**config.mk**
```make
export PLATFORM = sky130hd
export DESIGN_NAME = stpc_translator_top
export DESIGN_NICKNAME = d
export VERILOG_FILES = /design/src/design/stpc_pkg.sv /design/src/design/stpc_chop_if.sv /design/src/design/stpc_translator_top.sv /design/src/design/stpc_chop_osc.sv /design/src/design/stpc_chop_latch.sv
export VERILOG_INCLUDE_DIRS = /design/src /design/src/design
export SDC_FILE = /design/constraint.sdc
export NUM_CORES = 1
export LEC_CHECK = 0
export BUFFER_PORTS_ARGS = -buffer_cell sky130_fd_sc_hd__clkbuf_2
export CAP_MARGIN = 10
export CORE_MARGIN = 5
export CORE_UTILIZATION = 54
export CTS_CLUSTER_DIAMETER = 200
export DETAILED_ROUTE_END_ITERATION = 8
export HOLD_SLACK_MARGIN = 0.06
export PLACE_DENSITY_LB_ADDON = 0.05
export SYNTH_ARGS = -nofsm -noshare
export SYNTH_HDL_FRONTEND = slang
export SYNTH_HIERARCHICAL = 1
export SYNTH_SLANG_ARGS = --single-unit
```
**constraint.sdc**
```tcl
create_clock -name ref_clk -period 3.45 [get_ports ref_clk]
set_input_delay 0.345 -clock ref_clk [delete_from_list [all_inputs] [get_ports ref_clk]]
set_output_delay 0.345 -clock ref_clk [all_outputs]
set_load 0.01 [all_outputs]
```
**src/design/stpc_regs.svh**
```systemverilog
// Register map, field positions, reset values and counts of the stepper translator
`ifndef STPC_REGS_SVH
`define STPC_REGS_SVH

`define STPC_ADDR_CTRL        8'h00
`define STPC_ADDR_PERIOD      8'h04
`define STPC_ADDR_STATUS      8'h08
`define STPC_ADDR_LSB         2
`define STPC_ADDR_MSB         7

`define STPC_CTRL_EXT_SYNC    0

`define STPC_ST_POS_LSB       0
`define STPC_ST_POS_MSB       2
`define STPC_ST_PH_LSB        3
`define STPC_ST_PH_MSB        6
`define STPC_ST_INH_AB        7
`define STPC_ST_INH_CD        8
`define STPC_ST_HOME          9
`define STPC_ST_LATCH_AB      10
`define STPC_ST_LATCH_CD      11
`define STPC_ST_HOME_PIN      12
`define STPC_ST_HALF          13
`define STPC_ST_PHASE_CHOP    14
`define STPC_ST_ENABLE        15

`define STPC_PERIOD_RESET     16'h0320
`define STPC_PERIOD_MIN       16'h0002
`define STPC_PERIOD_W         16

`define STPC_HOME_STATE       3'h0
`define STPC_HOME_PHASES      4'h5
`define STPC_HALF_INCR        3'h1
`define STPC_FULL_INCR        3'h2

`define STPC_HTRANS_ACTIVE    1
`define STPC_RESP_OKAY        1'b0

`endif

```
**src/design/stpc_pkg.sv**
```systemverilog
// Types and shared decode of the stepper translator
package stpc_pkg;

  typedef enum logic {
    STPC_BUS_IDLE = 1'b0,
    STPC_BUS_DATA = 1'b1
  } stpc_bus_t;

  typedef struct packed {
    logic [15:0] count;
    logic        sync_prev;
    logic        pulse;
  } stpc_osc_t;

  typedef struct packed {
    logic ab;
    logic cd;
  } stpc_latch_t;

  typedef struct packed {
    logic        step_prev;
    logic [2:0]  pos;
    logic [3:0]  phases;
    logic        inh_ab_n;
    logic        inh_cd_n;
    logic        home_drive;
    stpc_bus_t   bus;
    logic        bus_wr;
    logic [5:0]  bus_idx;
    logic [31:0] rdata;
    logic        ext_sync;
    logic [15:0] period;
  } stpc_core_t;

  // Phase pattern A,B,C,D (A is bit 3) for position index 0..7 (states 1..8)
  function automatic logic [3:0] stpc_phase_of(input logic [2:0] pos);
    logic [3:0] ph;
    case (pos)
      3'h0: ph = 4'h5;
      3'h1: ph = 4'h1;
      3'h2: ph = 4'h9;
      3'h3: ph = 4'h8;
      3'h4: ph = 4'ha;
      3'h5: ph = 4'h2;
      3'h6: ph = 4'h6;
      3'h7: ph = 4'h4;
      default: ph = 4'h5;
    endcase
    return ph;
  endfunction

endpackage

```
**src/design/stpc_chop_if.sv**
```systemverilog
// Chopper signals shared between the core, the oscillator and the chop latches
`timescale 1ns/100ps
`default_nettype none
interface stpc_chop_if;
  logic [15:0] period;
  logic        ext_sync;
  logic        osc_pulse;
  logic        sense_ab;
  logic        sense_cd;
  logic        ab_chop_latch;
  logic        cd_chop_latch;

  modport core  (output period, ext_sync, sense_ab, sense_cd,
                 input  osc_pulse, ab_chop_latch, cd_chop_latch);
  modport osc   (input  period, ext_sync, output osc_pulse);
  modport latch (input  osc_pulse, sense_ab, sense_cd,
                 output ab_chop_latch, cd_chop_latch);
endinterface
`default_nettype wire

```
**src/design/stpc_translator_top.sv**
```systemverilog
// Stepper phase translator with dual chopper and AHB-Lite status and control
//
// Added by the designer: the AHB-Lite register port and the placing of the registers.
`timescale 1ns/100ps
`default_nettype none
`include "stpc_regs.svh"
module stpc_translator_top
  import stpc_pkg::*;
(
  input  wire logic        ref_clk,
  input  wire logic        reset,
  input  wire logic        step_clock,
  input  wire logic        rotation_direction,
  input  wire logic        half_step_sel,
  input  wire logic        chip_enable,
  input  wire logic        translator_reset_n,
  input  wire logic        chop_on_phases,
  input  wire logic        ab_current_sense,
  input  wire logic        cd_current_sense,
  input  wire logic        sync_i,
  output logic             sync_o,
  output logic             sync_oe,
  input  wire logic        home_i,
  output logic             home_o,
  output logic             home_oe,
  output logic [3:0]       phase_abcd,
  output logic             ab_pair_inhibit_n,
  output logic             cd_pair_inhibit_n,
  input  wire logic        hsel,
  input  wire logic [31:0] haddr,
  input  wire logic [1:0]  htrans,
  input  wire logic        hwrite,
  input  wire logic [2:0]  hsize,
  input  wire logic [31:0] hwdata,
  input  wire logic        hready,
  output logic             hreadyout,
  output logic             hresp,
  output logic [31:0]      hrdata
);

  stpc_core_t  c_q;
  stpc_core_t  c_d;
  stpc_chop_if chop ();

  logic        step_rise;
  logic [2:0]  step_incr;
  logic [3:0]  ph_raw;
  logic        pair_ab_on;
  logic        pair_cd_on;
  logic        bus_take;
  logic [5:0]  take_idx;
  logic [31:0] status_word;
  logic [3:0]  ph_now;

  stpc_chop_osc stpc_chop_osc_inst (
    .ref_clk (ref_clk),
    .reset   (reset),
    .chop    (chop.osc),
    .sync_i  (sync_i),
    .sync_o  (sync_o),
    .sync_oe (sync_oe)
  );

  stpc_chop_latch stpc_chop_latch_inst (
    .ref_clk (ref_clk),
    .reset   (reset),
    .chop    (chop.latch)
  );

  assign chop.period   = c_q.period;
  assign chop.ext_sync = c_q.ext_sync;
  assign chop.sense_ab = ab_current_sense;
  assign chop.sense_cd = cd_current_sense;

  // Index of a word register from a byte address
  function automatic logic [5:0] reg_index(input logic [31:0] addr);
    return addr[`STPC_ADDR_MSB:`STPC_ADDR_LSB];
  endfunction

  // Read value for a register index, using the freshest control values
  function automatic logic [31:0] read_word(input logic [5:0] idx,
                                            input stpc_core_t c,
                                            input logic [31:0] status);
    logic [31:0] w;
    w = 32'h0000_0000;
    if (idx == reg_index({24'h00_0000, `STPC_ADDR_CTRL})) begin
      w[`STPC_CTRL_EXT_SYNC] = c.ext_sync;
    end else if (idx == reg_index({24'h00_0000, `STPC_ADDR_PERIOD})) begin
      w[`STPC_PERIOD_W-1:0] = c.period;
    end else if (idx == reg_index({24'h00_0000, `STPC_ADDR_STATUS})) begin
      w = status;
    end
    return w;
  endfunction

  always_comb begin
    status_word = 32'h0000_0000;
    status_word[`STPC_ST_POS_MSB:`STPC_ST_POS_LSB] = c_q.pos;
    status_word[`STPC_ST_PH_MSB:`STPC_ST_PH_LSB]   = c_q.phases;
    status_word[`STPC_ST_INH_AB]     = c_q.inh_ab_n;
    status_word[`STPC_ST_INH_CD]     = c_q.inh_cd_n;
    status_word[`STPC_ST_HOME]       = ~c_q.home_drive;
    status_word[`STPC_ST_LATCH_AB]   = chop.ab_chop_latch;
    status_word[`STPC_ST_LATCH_CD]   = chop.cd_chop_latch;
    status_word[`STPC_ST_HOME_PIN]   = home_i;
    status_word[`STPC_ST_HALF]       = half_step_sel;
    status_word[`STPC_ST_PHASE_CHOP] = chop_on_phases;
    status_word[`STPC_ST_ENABLE]     = chip_enable;
  end

  assign step_rise = step_clock & ~c_q.step_prev;
  assign step_incr = half_step_sel ? `STPC_HALF_INCR : `STPC_FULL_INCR;
  assign bus_take  = hsel & hready & htrans[`STPC_HTRANS_ACTIVE];
  assign take_idx  = reg_index(haddr);

  always_comb begin
    c_d = c_q;
    c_d.step_prev = step_clock;

    // Translator position
    if (!translator_reset_n) begin
      c_d.pos = `STPC_HOME_STATE;
    end else if (step_rise) begin
      // Direction is sampled only here, so it may move at any time
      if (rotation_direction) begin
        c_d.pos = c_q.pos + step_incr;
      end else begin
        c_d.pos = c_q.pos - step_incr;
      end
    end

    // Phase pattern and winding pair activity
    ph_raw     = stpc_phase_of(c_d.pos);
    pair_ab_on = ph_raw[3] | ph_raw[2];
    pair_cd_on = ph_raw[1] | ph_raw[0];
    c_d.phases   = ph_raw;
    c_d.inh_ab_n = pair_ab_on;
    c_d.inh_cd_n = pair_cd_on;

    // Chopper acts on phases or on inhibits
    if (chop_on_phases) begin
      if (pair_ab_on && !chop.ab_chop_latch) begin
        c_d.phases[3:2] = 2'b11;
      end
      if (pair_cd_on && !chop.cd_chop_latch) begin
        c_d.phases[1:0] = 2'b11;
      end
    end else begin
      c_d.inh_ab_n = pair_ab_on & chop.ab_chop_latch;
      c_d.inh_cd_n = pair_cd_on & chop.cd_chop_latch;
    end

    if (!chip_enable) begin
      c_d.phases   = 4'h0;
      c_d.inh_ab_n = 1'b0;
      c_d.inh_cd_n = 1'b0;
    end

    // Home flag releases the pin only in state 1
    c_d.home_drive = (c_d.pos != `STPC_HOME_STATE);

    // AHB-Lite data phase: apply a pending write
    if (c_q.bus == STPC_BUS_DATA && c_q.bus_wr) begin
      if (c_q.bus_idx == reg_index({24'h00_0000, `STPC_ADDR_CTRL})) begin
        c_d.ext_sync = hwdata[`STPC_CTRL_EXT_SYNC];
      end else if (c_q.bus_idx == reg_index({24'h00_0000, `STPC_ADDR_PERIOD})) begin
        if (hwdata[`STPC_PERIOD_W-1:0] < `STPC_PERIOD_MIN) begin
          c_d.period = `STPC_PERIOD_MIN;
        end else begin
          c_d.period = hwdata[`STPC_PERIOD_W-1:0];
        end
      end
    end

    // AHB-Lite address phase
    if (bus_take) begin
      c_d.bus     = STPC_BUS_DATA;
      c_d.bus_wr  = hwrite;
      c_d.bus_idx = take_idx;
      c_d.rdata   = hwrite ? 32'h0000_0000 : read_word(take_idx, c_d, status_word);
    end else if (hready) begin
      c_d.bus    = STPC_BUS_IDLE;
      c_d.bus_wr = 1'b0;
    end
  end

  always_ff @(posedge ref_clk) begin
    if (reset) begin
      c_q <= '{step_prev:  1'b1,
               pos:        `STPC_HOME_STATE,
               phases:     4'h0,
               inh_ab_n:   1'b0,
               inh_cd_n:   1'b0,
               home_drive: 1'b0,
               bus:        STPC_BUS_IDLE,
               bus_wr:     1'b0,
               bus_idx:    6'h00,
               rdata:      32'h0000_0000,
               ext_sync:   1'b0,
               period:     `STPC_PERIOD_RESET};
    end else begin
      c_q <= c_d;
    end
  end

  assign phase_abcd        = c_q.phases;
  assign ab_pair_inhibit_n = c_q.inh_ab_n;
  assign cd_pair_inhibit_n = c_q.inh_cd_n;
  assign home_o            = 1'b0;
  assign home_oe           = c_q.home_drive;
  assign hreadyout         = 1'b1;
  assign hresp             = `STPC_RESP_OKAY;
  assign hrdata            = c_q.rdata;

  assign ph_now = stpc_phase_of(c_q.pos);

  AST_STEP_ONLY_ON_EDGE: assert property (@(posedge ref_clk) disable iff (reset)
    translator_reset_n && !(step_clock && !c_q.step_prev) |=> $stable(c_q.pos))
    else $error("position moved without a step clock rising edge");

  AST_HOME_ON_RESET: assert property (@(posedge ref_clk) disable iff (reset)
    !translator_reset_n && chip_enable && (!chop_on_phases || (chop.ab_chop_latch
    && chop.cd_chop_latch)) |=> c_q.pos == `STPC_HOME_STATE
    && phase_abcd == `STPC_HOME_PHASES)
    else $error("translator reset did not restore state 1");

  AST_HOME_FLAG: assert property (@(posedge ref_clk) disable iff (reset)
    ##1 (ph_now == `STPC_HOME_PHASES) == !home_oe)
    else $error("home flag disagrees with state 1");

  AST_ENABLE_LOW: assert property (@(posedge ref_clk) disable iff (reset)
    !chip_enable |=> phase_abcd == 4'h0 && !ab_pair_inhibit_n && !cd_pair_inhibit_n)
    else $error("outputs active while enable low");

  AST_HALF_STEP_MOVE: assert property (@(posedge ref_clk) disable iff (reset)
    translator_reset_n && step_clock && !c_q.step_prev && half_step_sel
    |=> c_q.pos == ($past(rotation_direction) ? $past(c_q.pos) + 3'h1
                                             : $past(c_q.pos) - 3'h1))
    else $error("half step did not move one position in the selected direction");

  AST_FULL_STEP_PARITY: assert property (@(posedge ref_clk) disable iff (reset)
    translator_reset_n && step_clock && !c_q.step_prev && !half_step_sel
    |=> c_q.pos[0] == $past(c_q.pos[0]) && c_q.pos != $past(c_q.pos))
    else $error("full step changed wave or normal drive type");

  AST_DEENERGISED_INHIBIT: assert property (@(posedge ref_clk) disable iff (reset)
    ##1 ph_now[3:2] == 2'b00 |-> !ab_pair_inhibit_n)
    else $error("de-energised A/B pair not inhibited");

  AST_NORMAL_INHIBITS_HIGH: assert property (@(posedge ref_clk) disable iff (reset)
    chip_enable && chop_on_phases |=> c_q.pos[0] || (ab_pair_inhibit_n && cd_pair_inhibit_n))
    else $error("inhibit low during two-phase-on drive");

  AST_CHOP_ON_INHIBIT: assert property (@(posedge ref_clk) disable iff (reset)
    chip_enable && !chop_on_phases && !chop.ab_chop_latch |=> !ab_pair_inhibit_n)
    else $error("inhibit chopping missing for A/B pair");

  AST_CHOP_ON_PHASES: assert property (@(posedge ref_clk) disable iff (reset)
    chip_enable && chop_on_phases && !chop.cd_chop_latch
    |=> (ph_now[1:0] == 2'b00) || (phase_abcd[1:0] == 2'b11 && cd_pair_inhibit_n))
    else $error("phase chopping did not activate the inactive C/D line");

  AST_CD_DEENERGISED_INHIBIT: assert property (@(posedge ref_clk) disable iff (reset)
    ph_now[1:0] == 2'b00 |-> !cd_pair_inhibit_n)
    else $error("de-energised C/D pair not inhibited");

  AST_CW_STEP_SIZE: assert property (@(posedge ref_clk) disable iff (reset)
    translator_reset_n && step_clock && !c_q.step_prev && rotation_direction
    |=> c_q.pos - $past(c_q.pos) == ($past(half_step_sel) ? `STPC_HALF_INCR
                                                          : `STPC_FULL_INCR))
    else $error("clockwise step moved by the wrong amount");

  AST_ANTICLOCKWISE: assert property (@(posedge ref_clk) disable iff (reset)
    translator_reset_n && step_clock && !c_q.step_prev && !rotation_direction
    |=> $past(c_q.pos) - c_q.pos == ($past(half_step_sel) ? `STPC_HALF_INCR
                                                          : `STPC_FULL_INCR))
    else $error("anticlockwise step did not reverse the sequence");

  AST_PHASE_TABLE: assert property (@(posedge ref_clk) disable iff (reset)
    chip_enable && chop.ab_chop_latch && chop.cd_chop_latch |=> phase_abcd == ph_now)
    else $error("unchopped phases differ from the state table");

  AST_WAVE_ONE_PHASE: assert property (@(posedge ref_clk) disable iff (reset)
    chip_enable && chop.ab_chop_latch && chop.cd_chop_latch
    |=> !c_q.pos[0] || $countones(phase_abcd) == 1)
    else $error("even state does not drive exactly one phase");

  AST_NORMAL_TWO_PHASE: assert property (@(posedge ref_clk) disable iff (reset)
    chip_enable && chop.ab_chop_latch && chop.cd_chop_latch
    |=> c_q.pos[0] || $countones(phase_abcd) == 2)
    else $error("odd state does not drive exactly two phases");

  AST_HOME_FLAG_PHASES: assert property (@(posedge ref_clk) disable iff (reset)
    chip_enable && chop.ab_chop_latch && chop.cd_chop_latch
    |=> (phase_abcd == `STPC_HOME_PHASES) == !home_oe)
    else $error("home flag disagrees with phase outputs");

  AST_CHOP_ON_INHIBIT_CD: assert property (@(posedge ref_clk) disable iff (reset)
    chip_enable && !chop_on_phases && !chop.cd_chop_latch |=> !cd_pair_inhibit_n)
    else $error("inhibit chopping missing for C/D pair");

  AST_CHOP_ON_PHASES_AB: assert property (@(posedge ref_clk) disable iff (reset)
    chip_enable && chop_on_phases && !chop.ab_chop_latch
    |=> (ph_now[3:2] == 2'b00) || (phase_abcd[3:2] == 2'b11 && ab_pair_inhibit_n))
    else $error("phase chopping did not activate the inactive A/B line");

  AST_ACTIVE_LINE_KEPT: assert property (@(posedge ref_clk) disable iff (reset)
    chip_enable |=> (phase_abcd & ph_now) == ph_now)
    else $error("chopping interrupted an active phase line");

  AST_INHIBIT_MODE_PHASES: assert property (@(posedge ref_clk) disable iff (reset)
    chip_enable && !chop_on_phases |=> phase_abcd == ph_now)
    else $error("phase lines chopped while inhibits selected");

  AST_PHASE_MODE_INHIBITS: assert property (@(posedge ref_clk) disable iff (reset)
    chip_enable && chop_on_phases |=> ab_pair_inhibit_n == (ph_now[3:2] != 2'b00)
    && cd_pair_inhibit_n == (ph_now[1:0] != 2'b00))
    else $error("inhibits chopped while phase lines selected");

  AST_READ_DATA_HELD: assert property (@(posedge ref_clk) disable iff (reset)
    !(hsel && hready && htrans[`STPC_HTRANS_ACTIVE]) |=> $stable(hrdata))
    else $error("read data changed without an address phase");

  AST_CTRL_WRITE_LANDS: assert property (@(posedge ref_clk) disable iff (reset)
    c_q.bus == STPC_BUS_DATA && c_q.bus_wr && c_q.bus_idx == reg_index({24'h00_0000,
    `STPC_ADDR_CTRL}) |=> c_q.ext_sync == $past(hwdata[`STPC_CTRL_EXT_SYNC]))
    else $error("sync source select write did not land");

endmodule // stpc_translator_top
`default_nettype wire

```
**src/design/stpc_chop_osc.sv**
```systemverilog
// Chopper oscillator with sync line output and external clock injection
`timescale 1ns/100ps
`default_nettype none
`include "stpc_regs.svh"
module stpc_chop_osc
  import stpc_pkg::*;
(
  input  wire logic  ref_clk,
  input  wire logic  reset,
  stpc_chop_if.osc   chop,
  input  wire logic  sync_i,
  output logic       sync_o,
  output logic       sync_oe
);
  stpc_osc_t s_q;
  stpc_osc_t s_d;

  always_comb begin
    s_d = s_q;
    s_d.sync_prev = sync_i;
    s_d.pulse = 1'b0;
    if (chop.ext_sync) begin
      s_d.pulse = sync_i & ~s_q.sync_prev;
      s_d.count = chop.period - 16'h0001;
    end else if (s_q.count == 16'h0000) begin
      s_d.pulse = 1'b1;
      s_d.count = chop.period - 16'h0001;
    end else begin
      s_d.count = s_q.count - 16'h0001;
    end
  end

  always_ff @(posedge ref_clk) begin
    if (reset) begin
      s_q <= '{count: `STPC_PERIOD_RESET, sync_prev: 1'b0, pulse: 1'b0};
    end else begin
      s_q <= s_d;
    end
  end

  assign chop.osc_pulse = s_q.pulse;
  assign sync_o         = s_q.pulse;
  assign sync_oe        = ~chop.ext_sync;

  AST_SYNC_RELEASED: assert property (@(posedge ref_clk) disable iff (reset)
    chop.ext_sync |-> !sync_oe)
    else $error("sync line driven while external chopper clock selected");
  AST_PULSE_SINGLE: assert property (@(posedge ref_clk) disable iff (reset)
    chop.osc_pulse && $past(chop.period) >= `STPC_PERIOD_MIN |=> !chop.osc_pulse)
    else $error("chopper pulse longer than one cycle");
endmodule // stpc_chop_osc
`default_nettype wire

```
**src/design/stpc_chop_latch.sv**
```systemverilog
// Per-pair chop latches set by the oscillator and cleared by the current comparators
`timescale 1ns/100ps
`default_nettype none
module stpc_chop_latch
  import stpc_pkg::*;
(
  input  wire logic  ref_clk,
  input  wire logic  reset,
  stpc_chop_if.latch chop
);
  stpc_latch_t l_q;
  stpc_latch_t l_d;

  always_comb begin
    l_d = l_q;
    // Pulse wins so a new chop period is never lost
    if (chop.osc_pulse) begin
      l_d.ab = 1'b1;
      l_d.cd = 1'b1;
    end else begin
      if (chop.sense_ab) l_d.ab = 1'b0;
      if (chop.sense_cd) l_d.cd = 1'b0;
    end
  end

  always_ff @(posedge ref_clk) begin
    if (reset) begin
      l_q <= '{ab: 1'b1, cd: 1'b1};
    end else begin
      l_q <= l_d;
    end
  end

  assign chop.ab_chop_latch = l_q.ab;
  assign chop.cd_chop_latch = l_q.cd;

  AST_LATCH_SET: assert property (@(posedge ref_clk) disable iff (reset)
    chop.osc_pulse |=> chop.ab_chop_latch && chop.cd_chop_latch)
    else $error("chop latches not set by oscillator pulse");
  AST_LATCH_CLEAR: assert property (@(posedge ref_clk) disable iff (reset)
    !chop.osc_pulse && chop.sense_cd && !chop.sense_ab && chop.ab_chop_latch
    |=> !chop.cd_chop_latch && chop.ab_chop_latch)
    else $error("sense of one pair disturbed the other pair");
endmodule // stpc_chop_latch
`default_nettype wire

```
==> metrics.csv <==
metric,value,unit
dr.pass1.iters,4,
viasPerCell,5.41,
path_clk_slew,80,ps
core,6460,sq um
arrival,2440,ps
cts_root_buf,clkbuf_8,
clockBufferDepth,2,
num_vias,2828,
cpMaxStageDelayCell,or4_4,
rsz0062_at_grt,false,
cp_num_cells,5,
postCtsSetupBuffers,0,
power_density,456,nW/um^2
cts_sinks,72,
htreeDepth,3,
grt_pass1_wl,12900,microns
hold_buffers,0,
hold_start,ab_current_sense,
slew_violations,0,
cts_tree,done,
grt_pass1_vias,2706,
die_w,92.0,microns
max_freq,0.455,GHz
clk_latency,350,ps
reg2reg_depth,5,
cts.repair.resized,0,
ys_seq_area_share,39.7,%
synth_cell_types,56,
synthFlopType,dfxtp_1,
synth_cells,405,
setup_viol,0,
crit_buf_inv,0,
synthAdderAreaFrac,1.93,%
skew,6.99,ps
yosys.area_share.simple,20.4,%
grt_use_total,19.2,%
rr_startpoint,stpc_chop_osc_inst/s_q[9]$_SDFF_PP0_,
startpoint_type,flip-flop,
drive_gt1_share,21.1,%
synth_top_family_by_area,simple AND/OR/NAND/NOR gates,
start_util,56.2,%
slew_headroom,36.0,%
synth_xor_area_share,6.51,%
crit_start,stpc_chop_osc_inst/s_q[9]$_SDFF_PP0_,
crit_path_end_kind,flip-flop,
drc,0,
overflow,0,
area_growth,8.72,%
status,finished clean,
fillers,627,
die_area,8460,sq um
wl,7910,microns
antenna_left,0,
min_path_cells,2,
synthArstFlopShare,0,%
p_leak,0.00154,uW
final_nets,530,
hpwlAfterDp,6050,microns
synth_compound_area_share,13.8,%
globalplace.congestion,0.833,
cp_max_fo,19,
peakVddDrop,247,uV
grt_antenna_before_repair,0,
synthMuxAreaShare,6.14,%
netlist_area,3630,sq um
synth_edf_count,0,
ys_warn_count,6,
wire_per_inst,15.1,microns
setup_tns,0,ps
totalPowerFinal,1800,uW
cpPeakStageDelay,570,ps
drv_cap,0,
finalCritPeriodShare,63.8,%
period_minus_slack,2200,ps
cts_inserted_buffers,9,
rows,29,
pin_count,128,
diodes,0,
grt_max_degree,41,
critical-path-top-delay-family,simple AND/OR/NAND/NOR gates,
worst-setup-path-type,flip-flop to flip-flop,
drtIter0Drc,128,
numPortBuffers,62,
finalHoldViolCount,0,
die_h,92.0,microns
worst_pin_slew,959,ps
syn_avg_cell_area,8.96,sq um
cp_data_required_time,3690,ps
cp_cell_sequence,or4_4 > nor3_4 > a21oi_4 > or2_0 > o22a_1,
hold_path.class,primary input to flip-flop,
synth-seq-cells,72,
==> routing by layer <==
metal	vias up	share of wire, %	global-route usage [%]
met1	1331	46	24.2
met3	9	4.9	5.48
li1	1427	-	-
met2	61	48	31.3
met5	-	0	0
met4	0	1.4	7.05
==> cells in the mapped netlist, types with 7 or more instances <==
cell / n / share of area, %
a21oi_1: 16 / 2.2
xor2_1: 14 / 3.4
dfxtp_1: 72 / 40
buf_4: 41 / 8.5
mux2i_1: 20 / 5.5
nand2_1: 27 / 2.8
xnor2_1: 13 / 3.1
a22oi_1: 15 / 3.1
inv_1: 8 / 0.83
nor4_1: 7 / 1.2
nand2b_1: 14 / 2.4
clkbuf_1: 7 / 0.72
o21ai_1: 12 / 1.7
nor2_1: 42 / 4.3
nor3_1: 9 / 1.2
==> final cells by class <==
cell class | count | area, sq um | area share (%)
clock buffer | 10 | 138 | 3.49
clock inverter | 6 | 82.6 | 2.09
inverter | 8 | 30.0 | 0.761
multi-input combinational | 287 | 1840 | 46.6
sequential | 72 | 1440 | 36.5
tap | 77 | 96.3 | 2.44
timing repair buffer | 63 | 318 | 8.05
==> metrics by stage <==
| step | setup slack (ps) | std cells | area [sq um] | util [%] | hold WS (ps) |
|---|---|---|---|---|---|
| after floorplan | 1540 | 422 | 3690 | - | 417 |
| after global placement | 1260 | 507 | 3730 | 57.7 | 447 |
| after detailed placement | 1260 | 507 | 3730 | 57.7 | 447 |
| after CTS | 1260 | 523 | 3950 | 61.1 | 147 |
| after global routing | 1120 | 523 | 3950 | 61.1 | 147 |
| final | 1250 | 523 | 3950 | 61.1 | 160 |
==> sequential cells by signal, indices dropped and copies added, names as in the netlist <==
name,flops
chop.period,16
phase_abcd,4
home_oe,1
c_q,12
cd_pair_inhibit_n,1
hrdata,16
stpc_chop_latch_inst/chop.cd_chop_latch,1
chop.ext_sync,1
ab_pair_inhibit_n,1
stpc_chop_osc_inst/s_q,17
stpc_chop_latch_inst/chop.ab_chop_latch,1
stpc_chop_osc_inst/chop.osc_pulse,1
==> path summary, 6_finish.rpt <==
kind	end	slack, ps
worst max-delay path	stpc_chop_osc_inst/s_q[11]$_SDFF_PP1_	1250
worst min-delay path	stpc_chop_latch_inst/chop.ab_chop_latch$_SDFFE_PP1P_	160
worst max register to register	stpc_chop_osc_inst/s_q[11]$_SDFF_PP1_	1250
worst min register to register	c_q[51]$_SDFFE_PP0P_	460
==> report_power, final <==
group / switching (uW) / internal (uW) / total (uW)
clock: 317 / 423 / 739
combinational: 102 / 71.8 / 173
sequential: 26.3 / 859 / 885
total: 444 / 1350 / 1800
==> worst register-to-register path: cells and delay by family, from the launching register on <==
family / cells / cell delay [ps]
simple gates: 3 / 1310
compound gates: 2 / 430
flops: 1 / 350
==> kinds of logic after synthesis <==
family / after synthesis
flip-flops: 72
multiplexers: 22
buffers and inverters: 63
XOR/XNOR: 27
other: 2
adder cells (fa/ha/maj): 5
AO/OA/AOI/OAI: 76
AND/OR/NAND/NOR: 138
==> cells in the final DEF (no fill, tap or decap), types with 14 or more instances in the layout <==
cell	instances
dfxtp_1	72
clkbuf_2	62
nor2_1	42
nand2_1	27
mux2i_1	20
conb_1	19
a21oi_1	16
a22oi_1	15
nand2b_1	14
xor2_1	14
Power figures use the tool's default switching activity.
